[config.mk]
export PLATFORM = sky130hd
export DESIGN_NAME = eisf_ext_irq
export DESIGN_NICKNAME = d
export VERILOG_FILES = /design/src/include/eisf_pkg.sv /design/src/design/eisf_ext_irq.sv
export VERILOG_INCLUDE_DIRS = /design/src /design/src/include
export SDC_FILE = /design/constraint.sdc
export NUM_CORES = 1
export LEC_CHECK = 0
export BUFFER_PORTS_ARGS = -buffer_cell sky130_fd_sc_hd__buf_2
export CORE_ASPECT_RATIO = 2
export CORE_MARGIN = 2
export CORE_UTILIZATION = 25
export DETAILED_ROUTE_END_ITERATION = 8
export GPL_TIMING_DRIVEN = 1
export PLACE_DENSITY_LB_ADDON = 0.12
export SLEW_MARGIN = 40
export SYNTH_ARGS = -nofsm -noshare
export SYNTH_HDL_FRONTEND = slang
export SYNTH_SLANG_ARGS = --single-unit
[constraint.sdc]
create_clock -name clk -period 2.2 [get_ports clk]
set_clock_uncertainty 0.05 [all_clocks]
set_input_delay 0.44 -clock clk [delete_from_list [all_inputs] [get_ports clk]]
set_output_delay 0.44 -clock clk [all_outputs]
set_load 0.02 [all_outputs]
[src/include/eisf_cfg.svh]
/*
 Register offsets, field positions, reset values and sense codes of the
 external interrupt front end.
 Assumes a 32-bit Avalon-MM slave; each register takes one aligned word.
*/
// Summary of operation
// - Each maskable pin owns a 2-bit sense field in a 16-bit register.
// - Code 00 requests while the pin is low.
// - Code 01 requests on each falling edge.
// - Code 10 requests on each rising edge.
// - Code 11 requests on both edges.
// - Status flag n sets when the selected condition of pin n occurs.
// - Software clears a flag by writing zero; flags read as current status.
// - Level mode: exception handling clears the flag only while pin is high.
// - Edge modes: exception handling clears the flag.
// - Transfer controller activation clears the flag when end-disable is zero.
// - Nonmaskable request always passes to the CPU at top priority.
// - Nonmaskable request edge is chosen by a system control select bit.
// - Pin requests are forwarded only when enabled; flags kept regardless.
// - Detection does not depend on the pin direction setting.
// - All seven external interrupts can wake the chip from standby.
// - Internal request issues only when its flag and enable are both one.
// - Transfer controller requests bypass control mode and CPU mask.
// - One enable bit per pin, one enables, all reset to zero.
// - Priority fields are 3 bits, 000 lowest to 111 highest, reset 111.
`ifndef EISF_CFG_SVH
`define EISF_CFG_SVH

// ----------------------------------------------------------------
// Register byte offsets
// ----------------------------------------------------------------
`define EISF_OFS_SENSE    4'h0
`define EISF_OFS_STATUS   4'h4
`define EISF_OFS_ENABLE   4'h8
`define EISF_OFS_SYSCTL   4'hC

// ----------------------------------------------------------------
// Fields and reset values
// ----------------------------------------------------------------
`define EISF_SENSE_MASK   16'h0FFF
`define EISF_PIN_MASK     8'h3F
`define EISF_SENSE_RST    16'h0000
`define EISF_STATUS_RST   6'h00
`define EISF_ENABLE_RST   6'h00
`define EISF_NM_EDGE_BIT  0
`define EISF_NM_EDGE_RST  1'b0
`define EISF_PRIO_RST     3'h7
`define EISF_PRIO_LSB     8
`define EISF_PIN_IDLE     6'h3F
`define EISF_NM_IDLE      1'b1

`endif

[src/include/eisf_pkg.sv]
/*
 Types of the external interrupt front end.
 Assumes eisf_cfg.svh is on the include path.
*/
package eisf_pkg;

	typedef enum logic [1:0] {
		EISF_LOW_LEVEL,
		EISF_FALL,
		EISF_RISE,
		EISF_BOTH
	} eisf_sense_t;

	typedef struct packed {
		logic        read;
		logic        write;
		logic [3:0]  address;
		logic [3:0]  byteenable;
		logic [31:0] writedata;
	} eisf_bus_req_t;

	typedef struct packed {
		logic        waitrequest;
		logic        readdatavalid;
		logic [31:0] readdata;
	} eisf_bus_rsp_t;

	typedef enum {
		EISF_IDLE,
		EISF_DONE
	} eisf_bus_st_t;

	typedef struct packed {
		logic [5:0]    pin_s1;
		logic [5:0]    pin_s2;
		logic [5:0]    pin_prev;
		logic          nm_s1;
		logic          nm_s2;
		logic          nm_prev;
		logic [15:0]   sense_select_low;
		logic [5:0]    pin_request_status;
		logic [5:0]    pin_request_enable;
		logic          nonmask_edge_select;
		logic [17:0]   priority_level_reg;
		logic [5:0]    pin_req;
		logic          nm_req;
		logic          wake;
		logic [31:0]   int_req;
		logic [31:0]   dtc_req;
		eisf_bus_st_t  bus_st;
		eisf_bus_rsp_t rsp;
	} eisf_state_t;

endpackage : eisf_pkg

[src/design/eisf_ext_irq.sv]
/*
 External interrupt front end: pin synchronisers, sense decoding, status
 flags, enables, nonmaskable edge select and internal request gating, all
 behind an Avalon-MM slave.
 Assumes the CPU core pulses handling acknowledges and the transfer
 controller pulses its activation strobes, both on clk.
*/
`timescale 1ns/1ns
`default_nettype none
`include "eisf_cfg.svh"

module eisf_ext_irq
	import eisf_pkg::*;
#(
	parameter int N_INT = 32
) (
	input  wire logic             clk,
	input  wire logic             srst,
	input  wire eisf_bus_req_t    avs_req,
	output var  eisf_bus_rsp_t    avs_rsp,
	input  wire logic             nonmask_pin,
	input  wire logic [5:0]       ext_req_pin_n,
	input  wire logic [5:0]       cpu_handle_ack,
	input  wire logic [5:0]       dtc_activate,
	input  wire logic             transfer_end_disable,
	input  wire logic [N_INT-1:0] int_flag,
	input  wire logic [N_INT-1:0] int_enable,
	input  wire logic [N_INT-1:0] int_dtc_select,
	output logic                  nonmask_req,
	output logic [5:0]            pin_req,
	output logic                  standby_wake,
	output logic [N_INT-1:0]      int_req,
	output logic [N_INT-1:0]      dtc_req
);

	// ----------------------------------------------------------------
	// Helpers
	// ----------------------------------------------------------------
	function automatic logic sense_hit(input logic [1:0] code, input logic cur,
	                                   input logic prev);
		case (eisf_sense_t'(code))
			EISF_LOW_LEVEL: sense_hit = ~cur;
			EISF_FALL:      sense_hit = prev & ~cur;
			EISF_RISE:      sense_hit = ~prev & cur;
			EISF_BOTH:      sense_hit = prev ^ cur;
			default:        sense_hit = 1'b0;
		endcase
	endfunction : sense_hit

	function automatic logic [7:0] lane_merge(input logic [7:0] old, input logic [7:0] nw,
	                                          input logic be);
		lane_merge = be ? nw : old;
	endfunction : lane_merge

	function automatic logic [31:0] sysctl_word(input logic edge_sel,
	                                            input logic [17:0] prio);
		sysctl_word = 32'h0000_0000;
		sysctl_word[`EISF_NM_EDGE_BIT] = edge_sel;
		sysctl_word[`EISF_PRIO_LSB +: 18] = prio;
	endfunction : sysctl_word

	eisf_state_t s_r;
	eisf_state_t s_nxt;

	logic [5:0] hit;
	logic [5:0] clr_hw;
	logic       wr_hit;
	logic [7:0] st_wr;
	logic [7:0] en_wr;
	logic [15:0] sn_wr;
	logic [31:0] sc_cur;
	logic [31:0] sc_wr;

	// ----------------------------------------------------------------
	// Next state
	// ----------------------------------------------------------------
	always_comb begin
		s_nxt = s_r;
		hit = '0;
		clr_hw = '0;
		wr_hit = 1'b0;
		st_wr = 8'h00;
		en_wr = 8'h00;
		sn_wr = 16'h0000;
		sc_cur = sysctl_word(s_r.nonmask_edge_select, s_r.priority_level_reg);
		sc_wr = 32'h0000_0000;

		// Two synchroniser flops per pin; the second stage and pin_prev feed logic
		s_nxt.pin_s1   = ext_req_pin_n;
		s_nxt.pin_s2   = s_r.pin_s1;
		s_nxt.pin_prev = s_r.pin_s2;
		s_nxt.nm_s1    = nonmask_pin;
		s_nxt.nm_s2    = s_r.nm_s1;
		s_nxt.nm_prev  = s_r.nm_s2;

		// Pin level is read from the second synchroniser stage, direction plays no part
		for (int i = 0; i < 6; i++) begin
			hit[i] = sense_hit(s_r.sense_select_low[2*i +: 2], s_r.pin_s2[i],
			                   s_r.pin_prev[i]);
			if (s_r.sense_select_low[2*i +: 2] == 2'b00) begin
				clr_hw[i] = cpu_handle_ack[i] & s_r.pin_s2[i];
			end else begin
				clr_hw[i] = cpu_handle_ack[i];
			end
			if (dtc_activate[i] && !transfer_end_disable) begin
				clr_hw[i] = 1'b1;
			end
		end

		// ----------------------------------------------------------------
		// Bus slave: one wait cycle, answer in the second
		// ----------------------------------------------------------------
		s_nxt.rsp.readdatavalid = 1'b0;
		case (s_r.bus_st)
			EISF_IDLE: begin
				s_nxt.rsp.waitrequest = 1'b1;
				if (avs_req.read || avs_req.write) begin
					s_nxt.bus_st = EISF_DONE;
					s_nxt.rsp.waitrequest = 1'b0;
					s_nxt.rsp.readdata = 32'h0000_0000;
					case (avs_req.address)
						`EISF_OFS_SENSE:  s_nxt.rsp.readdata[15:0] = s_r.sense_select_low;
						`EISF_OFS_STATUS: s_nxt.rsp.readdata[5:0] = s_r.pin_request_status;
						`EISF_OFS_ENABLE: s_nxt.rsp.readdata[5:0] = s_r.pin_request_enable;
						`EISF_OFS_SYSCTL: s_nxt.rsp.readdata = sc_cur;
						default:          s_nxt.rsp.readdata = 32'h0000_0000;
					endcase
				end
			end
			EISF_DONE: begin
				// Write lands at the edge where waitrequest is seen low
				s_nxt.bus_st = EISF_IDLE;
				s_nxt.rsp.waitrequest = 1'b1;
				s_nxt.rsp.readdatavalid = avs_req.read;
				wr_hit = avs_req.write;
			end
			default: begin
				s_nxt.bus_st = EISF_IDLE;
				s_nxt.rsp.waitrequest = 1'b1;
			end
		endcase

		// Unused bits are forced to zero, so stray writes cannot matter
		sn_wr = {lane_merge(s_r.sense_select_low[15:8], avs_req.writedata[15:8],
		                    avs_req.byteenable[1]),
		         lane_merge(s_r.sense_select_low[7:0], avs_req.writedata[7:0],
		                    avs_req.byteenable[0])} & `EISF_SENSE_MASK;
		st_wr = avs_req.byteenable[0] ? avs_req.writedata[7:0] : 8'hFF;
		en_wr = avs_req.writedata[7:0] & `EISF_PIN_MASK;

		if (wr_hit && avs_req.address == `EISF_OFS_SENSE) begin
			s_nxt.sense_select_low = sn_wr;
		end
		if (wr_hit && avs_req.address == `EISF_OFS_ENABLE && avs_req.byteenable[0]) begin
			s_nxt.pin_request_enable = en_wr[5:0];
		end
		sc_wr = {lane_merge(sc_cur[31:24], avs_req.writedata[31:24], avs_req.byteenable[3]),
		         lane_merge(sc_cur[23:16], avs_req.writedata[23:16], avs_req.byteenable[2]),
		         lane_merge(sc_cur[15:8], avs_req.writedata[15:8], avs_req.byteenable[1]),
		         lane_merge(sc_cur[7:0], avs_req.writedata[7:0], avs_req.byteenable[0])};
		if (wr_hit && avs_req.address == `EISF_OFS_SYSCTL) begin
			s_nxt.nonmask_edge_select = sc_wr[`EISF_NM_EDGE_BIT];
			// Priority fields are only held here and read back over the bus; no port carries them out
			s_nxt.priority_level_reg = sc_wr[`EISF_PRIO_LSB +: 18];
		end

		// Clear by zero write or hardware; a new hit in the same cycle wins
		if (wr_hit && avs_req.address == `EISF_OFS_STATUS) begin
			s_nxt.pin_request_status = s_r.pin_request_status & st_wr[5:0];
		end
		s_nxt.pin_request_status = (s_nxt.pin_request_status & ~clr_hw) | hit;

		// ----------------------------------------------------------------
		// Outputs toward the CPU and the transfer controller
		// ----------------------------------------------------------------
		s_nxt.pin_req = s_nxt.pin_request_status & s_r.pin_request_enable;
		// Edge polarity: 1 selects rising, 0 falling
		s_nxt.nm_req = s_r.nonmask_edge_select ? (~s_r.nm_prev & s_r.nm_s2)
		                                       : (s_r.nm_prev & ~s_r.nm_s2);
		s_nxt.wake = s_nxt.nm_req | (|hit);
		s_nxt.int_req = int_flag & int_enable & ~int_dtc_select;
		s_nxt.dtc_req = int_flag & int_enable & int_dtc_select;
	end

	// ----------------------------------------------------------------
	// State register
	// ----------------------------------------------------------------
	always_ff @(posedge clk) begin
		if (srst) begin
			s_r                     <= '0;
			// Chains start at the idle level, so release shows no false edge
			s_r.pin_s1              <= `EISF_PIN_IDLE;
			s_r.pin_s2              <= `EISF_PIN_IDLE;
			s_r.pin_prev            <= `EISF_PIN_IDLE;
			s_r.nm_s1               <= `EISF_NM_IDLE;
			s_r.nm_s2               <= `EISF_NM_IDLE;
			s_r.nm_prev             <= `EISF_NM_IDLE;
			s_r.sense_select_low    <= `EISF_SENSE_RST;
			s_r.pin_request_status  <= `EISF_STATUS_RST;
			s_r.pin_request_enable  <= `EISF_ENABLE_RST;
			s_r.nonmask_edge_select <= `EISF_NM_EDGE_RST;
			s_r.priority_level_reg  <= {6{`EISF_PRIO_RST}};
			s_r.bus_st              <= EISF_IDLE;
			s_r.rsp.waitrequest     <= 1'b1;
		end else begin
			s_r <= s_nxt;
		end
	end

	assign avs_rsp      = s_r.rsp;
	assign nonmask_req  = s_r.nm_req;
	assign pin_req      = s_r.pin_req;
	assign standby_wake = s_r.wake;
	assign int_req      = s_r.int_req[N_INT-1:0];
	assign dtc_req      = s_r.dtc_req[N_INT-1:0];

endmodule : eisf_ext_irq
`default_nettype wire

==> After elaboration in Yosys (flattened, before gate mapping) <==
Cells that the tools add are included.
{ "totals": {"register_bits": 171, "input_bits": 160, "output_inout_bits": 106, "word_cells": 153} }
{ "classes": {"n_eq_ne": 21, "n_mux": 26, "n_bitwise": 52, "reduce_logical": 31} }
{ "ops": {"columns": ["operator", "count"], "rows": [
  ["$and 32x32->32", 3],
  ["$logic_not 32->1", 1],
  ["$not 32->32", 1],
  ["$eq 2x2->1 const B", 12],
  ["$pmux 1 s4", 6],
  ["$pmux 6 s4", 1],
  ["$and 1x1->1", 20],
  ["$pmux 10 s2", 1],
  ["$and 6x6->6", 3],
  ["$not 1->1", 16],
  ["$mux 1", 15],
  ["$reduce_and 2->1", 7],
  ["$eq 2x1->1 const B", 6],
  ["$logic_not 2->1", 6],
  ["$mux 6", 2],
  ["$logic_and 1x1->1", 11],
  ["$mux 10", 1],
  ["$eq 4x4->1 const B", 2],
  ["$not 6->6", 1],
  ["$or 6x6->6", 1],
  ["$reduce_or 6->1", 1],
  ["$xor 1x1->1", 6],
  ["$eq 4x3->1 const B", 1],
  ["$logic_not 4->1", 1],
  ["4 further kinds", 5]
]} }

==> Longest topological paths before layout <==
{ "depth": {"ltp_word": 7, "depth_mapped": 7} }

==> Worst setup path after synthesis <==
No wires, ideal clock.
{ "synth_timing": {"path_type": "input port to flip-flop", "startpoint": "in avs_req[39] (netlist name)", "endpoint": "reg s_r, in the netlist pin_req[0]", "setup_time_ps": 131, "t_arrival_ps": 1695, "slack_ps": 324, "stages": 5, "path_buffers": 1, "cell_sequence": "buf_6 or4b_4 or3_1 a41oi_2 nor3b_1"} }
{ "synth_via": {"elab_chain_len": 6} }
{ "synth_lines": {"columns": ["item", "line", "text"], "rows": [
  ["start: declaration", "eisf_ext_irq.sv:19", "input wire eisf_bus_req_t avs_req,"],
  ["$eq 4x3->1", null, null],
  ["$logic_and 1x1->1 (no source line)", null, null],
  ["$mux 6", "eisf_ext_irq.sv:168", "if (wr_hit && avs_req.address == `EISF_OFS_STATUS) begin"],
  ["$and 6x6->6", "eisf_ext_irq.sv:171", "s_nxt.pin_request_status = (s_nxt.pin_request_status & ~clr_hw) | hit;"],
  ["$or 6x6->6", "eisf_ext_irq.sv:171", null],
  ["$and 6x6->6", "eisf_ext_irq.sv:176", "s_nxt.pin_req = s_nxt.pin_request_status & s_r.pin_request_enable;"],
  ["end signal: assignment", "eisf_ext_irq.sv:206", "s_r <= s_nxt;"],
  ["end: declaration", "eisf_ext_irq.sv:62", "eisf_state_t s_r;"]
]} }
No other way between the ends.
A chain may end at the register's enable or synchronous reset.

==> Worst setup path in the final report <==
{ "layout_timing": {"startpoint": "reg s_r[193] (netlist name)", "endpoint": "reg s_r, in the netlist standby_wake"} }
{ "layout_via": {"elab_chain_len": 5} }
{ "layout_lines": {"columns": ["item", "line", "text"], "rows": [
  ["$not 1->1", "eisf_ext_irq.sv:44", "EISF_RISE: sense_hit = ~prev & cur;"],
  ["$and 1x1->1", "eisf_ext_irq.sv:44", null],
  ["$pmux 1 s4 *", "eisf_ext_irq.sv:41", "case (eisf_sense_t'(code))"],
  ["$reduce_or 6->1 *", "eisf_ext_irq.sv:180", "s_nxt.wake = s_nxt.nm_req | (|hit);"],
  ["$or 1x1->1 *", "eisf_ext_irq.sv:180", null]
]} }
Mark *: on every way between the ends. The rest lies on a longest branch, timed or not.

==> results.cfg <==
[global_route]
grt_pass1_vias = 5350
antenna_found_initial = 0
grt_max_degree = 56
track_usage = 0.1388
grt_pass1_wl_mm = 29.61
gr-total-overflow = 0

[setup_path]
rrSetupSlack_ps = 250
criticalPathCategory = reg -> reg
r2r-end = standby_wake
cp_data_required_time_ps = 2430
critPathLaunchType = flip-flop
crit_arrival_ps = 2180
reg2reg_from = s_r[193]
r2r_cells = 7
cp-end-kind = flip-flop
cp_max_fo = 2

[timing]
worst_pin_slew_ps = 649.3
setup_tns_ps = 0
max_freq_mhz = 512.0
hold_viol = 0
drv_slew = 0
fin_crit_ps = 1953
period_share = 0.8878
rsz0062_at_grt = no
slew_headroom = 0.5671
finalSetupViolations = 0

[clock_network]
cts_setup_buffers = 0
htreeDepth = 4
cts_buffers = 17
clock-sinks = 165
path_clk_slew_ps = 60
root_buffer = clkbuf_16
worstSkewPairLatency_ps = 440
hold_buffers = 0
cts_tree = built
cts_buffer_depth = 2
ctsResizeCount = 0

[routing]
detail_route.iter0.violations = 156
wl_mm = 18.83
first_pass_iters = 4
via_count = 5182
drc_errors = 0
via_per_inst = 4.227
ant_nets = 0
wl_per_cell_um = 15.36

[min_path]
whs_path_depth = 2
worstHoldStart = int_dtc_select[8]
hp-class = in -> reg
worstHoldEndpoint = int_req[8]

[synthesis]
synth_top_flop_cell = dfxtp_1
synth_top_area_frac = 0.4937
netlist_instances = 701
async_reset_ff_frac = 0
yosysWarnings = 0
yosys.area.top_type = dfxtp_1
synth_common_cells = dfxtp_1, buf_4, nand2_1
synth_edf_count = 0
synth.avg_cell_area_um2 = 9.544
ys_ff_latch = 165
yosysMostFrequentCell = dfxtp_1
synthDistinctLibCells = 40
ys_seq_area_frac = 0.4937
synth_area_um2 = 6690
yosys-top-cells-area = dfxtp_1, buf_4, nand2_1, nor3b_1, nor3_1

[placement]
port_buffers = 253
dpl_cell_area_um2 = 7715
place.gp.congestion = 0.7535
dp_hpwl_mm = 14.75

[finish]
fillers = 2867
stdcell_area_um2 = 8254
fin_nets = 1041
layout-area-overhead-vs-synth_pct = 23.38
layout-drive-gt1-share = 0.3855
antenna_cells = 0

[die]
chipHeight_um = 235.3
core_um2 = 26280
rows = 84
fp.dieArea_um2 = 28160
io_pins = 266
start_util = 0.2546
die_x_um = 119.7

[flow_run]
drv_cap = 0

[power_and_ir_drop]
finalPower_mw = 6.427
p_per_area_nw_per_um2 = 778.7
max-vdd-ir-drop_v = 0.0004574
total_leakage_power_nw = 3.832

[status]
run_status = finished clean
## placed cells by master, fill, tap and decap left out, types with 2 or more instances in the layout
cell type / n
clkbuf_1: 6
clkinv_4: 2
o2bb2ai_1: 5
clkbuf_16: 17
or3_1: 3
a22oi_1: 20
and4_1: 2
a211o_1: 2
nor2_1: 45
or2_2: 21
mux2i_1: 12
inv_1: 27
buf_4: 26
buf_12: 2
dfxtp_1: 165
a221oi_1: 4
nand3_1: 4
clkinvlp_4: 2
a41oi_2: 3
nor4_1: 2
nand3b_1: 17
nand2_1: 79
o31ai_1: 3
o21ai_0: 16
ha_1: 12
a21oi_1: 14
clkinv_2: 3
nor3b_1: 38
conb_1: 6
mux4_2: 7
buf_2: 252
nand2b_1: 4
nand4_1: 4
nor3_1: 40
nor2b_1: 2
o31a_1: 6
## sequential cells by signal, summed over array words and instances (netlist names)
register,cells
int_req,32
dtc_req,32
nonmask_req,1
s_r,51
standby_wake,1
pin_req,6
avs_rsp,28
s_nxt,14
## how the worst max path moves through the flow
| stage | start | endpoint | slack (ps) | depth (start not counted) |
|---|---|---|---|---|
| floorplan | avs_req[39] | pin_req[0] | 320 | 5 |
| global placement | avs_req[39] | pin_req[0] | 200 | 5 |
| detailed placement | avs_req[39] | pin_req[0] | 200 | 5 |
| CTS | s_r[193] | standby_wake | 230 | 7 |
| global route | s_r[188] | standby_wake | 120 | 7 |
| finish | s_r[193] | standby_wake | 250 | 7 |
## cells by family (layout without fill, tap and decap cells)
| family | after synthesis | count (layout) | synth area share |
|---|---|---|---|
| simple gates | 266 | 266 | 0.2082 |
| buf+inv | 163 | 339 | 0.1534 |
| fa+ha+maj | 12 | 12 | 0.02244 |
| mux | 19 | 19 | 0.04152 |
| compound gates | 75 | 75 | 0.08023 |
| other cells | 1 | 6 | 0.0005605 |
| flops | 165 | 165 | 0.4937 |
## metal layers
metal | vias up | GRT usage | routed length (um)
met5 | - | 0 | 0
met4 | 0 | 0.06453 | 593
met3 | 34 | 0.03876 | 950
met2 | 157 | 0.2675 | 10510
met1 | 2399 | 0.1323 | 6774
li1 | 2592 | - | -
## power breakdown
part	internal (mW)	switching (mW)
clock network	1.58	1.20
logic	0.244	0.317
registers	3.06	0.0272
## final cells by class
type,instances,area [um2],area share
clock inverter,8,77.57,0.009398
clock buffer,24,461.7,0.05593
inverter,27,101.3,0.01228
tap,344,430.4,0.05214
sequential,165,3303,0.4002
multi-input combinational,378,2384,0.2888
timing repair buffer,280,1496,0.1813
## through the flow
step                      hold slack (ps)    util  setup slack (ps)  instances
final                               120.7  0.3141             246.9       1226
after floorplan                     339.5       -             324.1        706
after global routing                93.97  0.3141             116.8       1226
after global placement              342.8  0.2936             197.2       1194
after detailed placement            342.8  0.2936             201.9       1194
after CTS                           86.49  0.3141             229.9       1226
## worst max-delay path, cell delays in order, from the launching register on
cell and delay [ps]:
dfxtp_1 340, inv_1 50, ha_1 270, inv_1 30, mux4_2 530, nor4_1 260, buf_4 160, a41oi_1 100
Power figures use the tool's default switching activity.
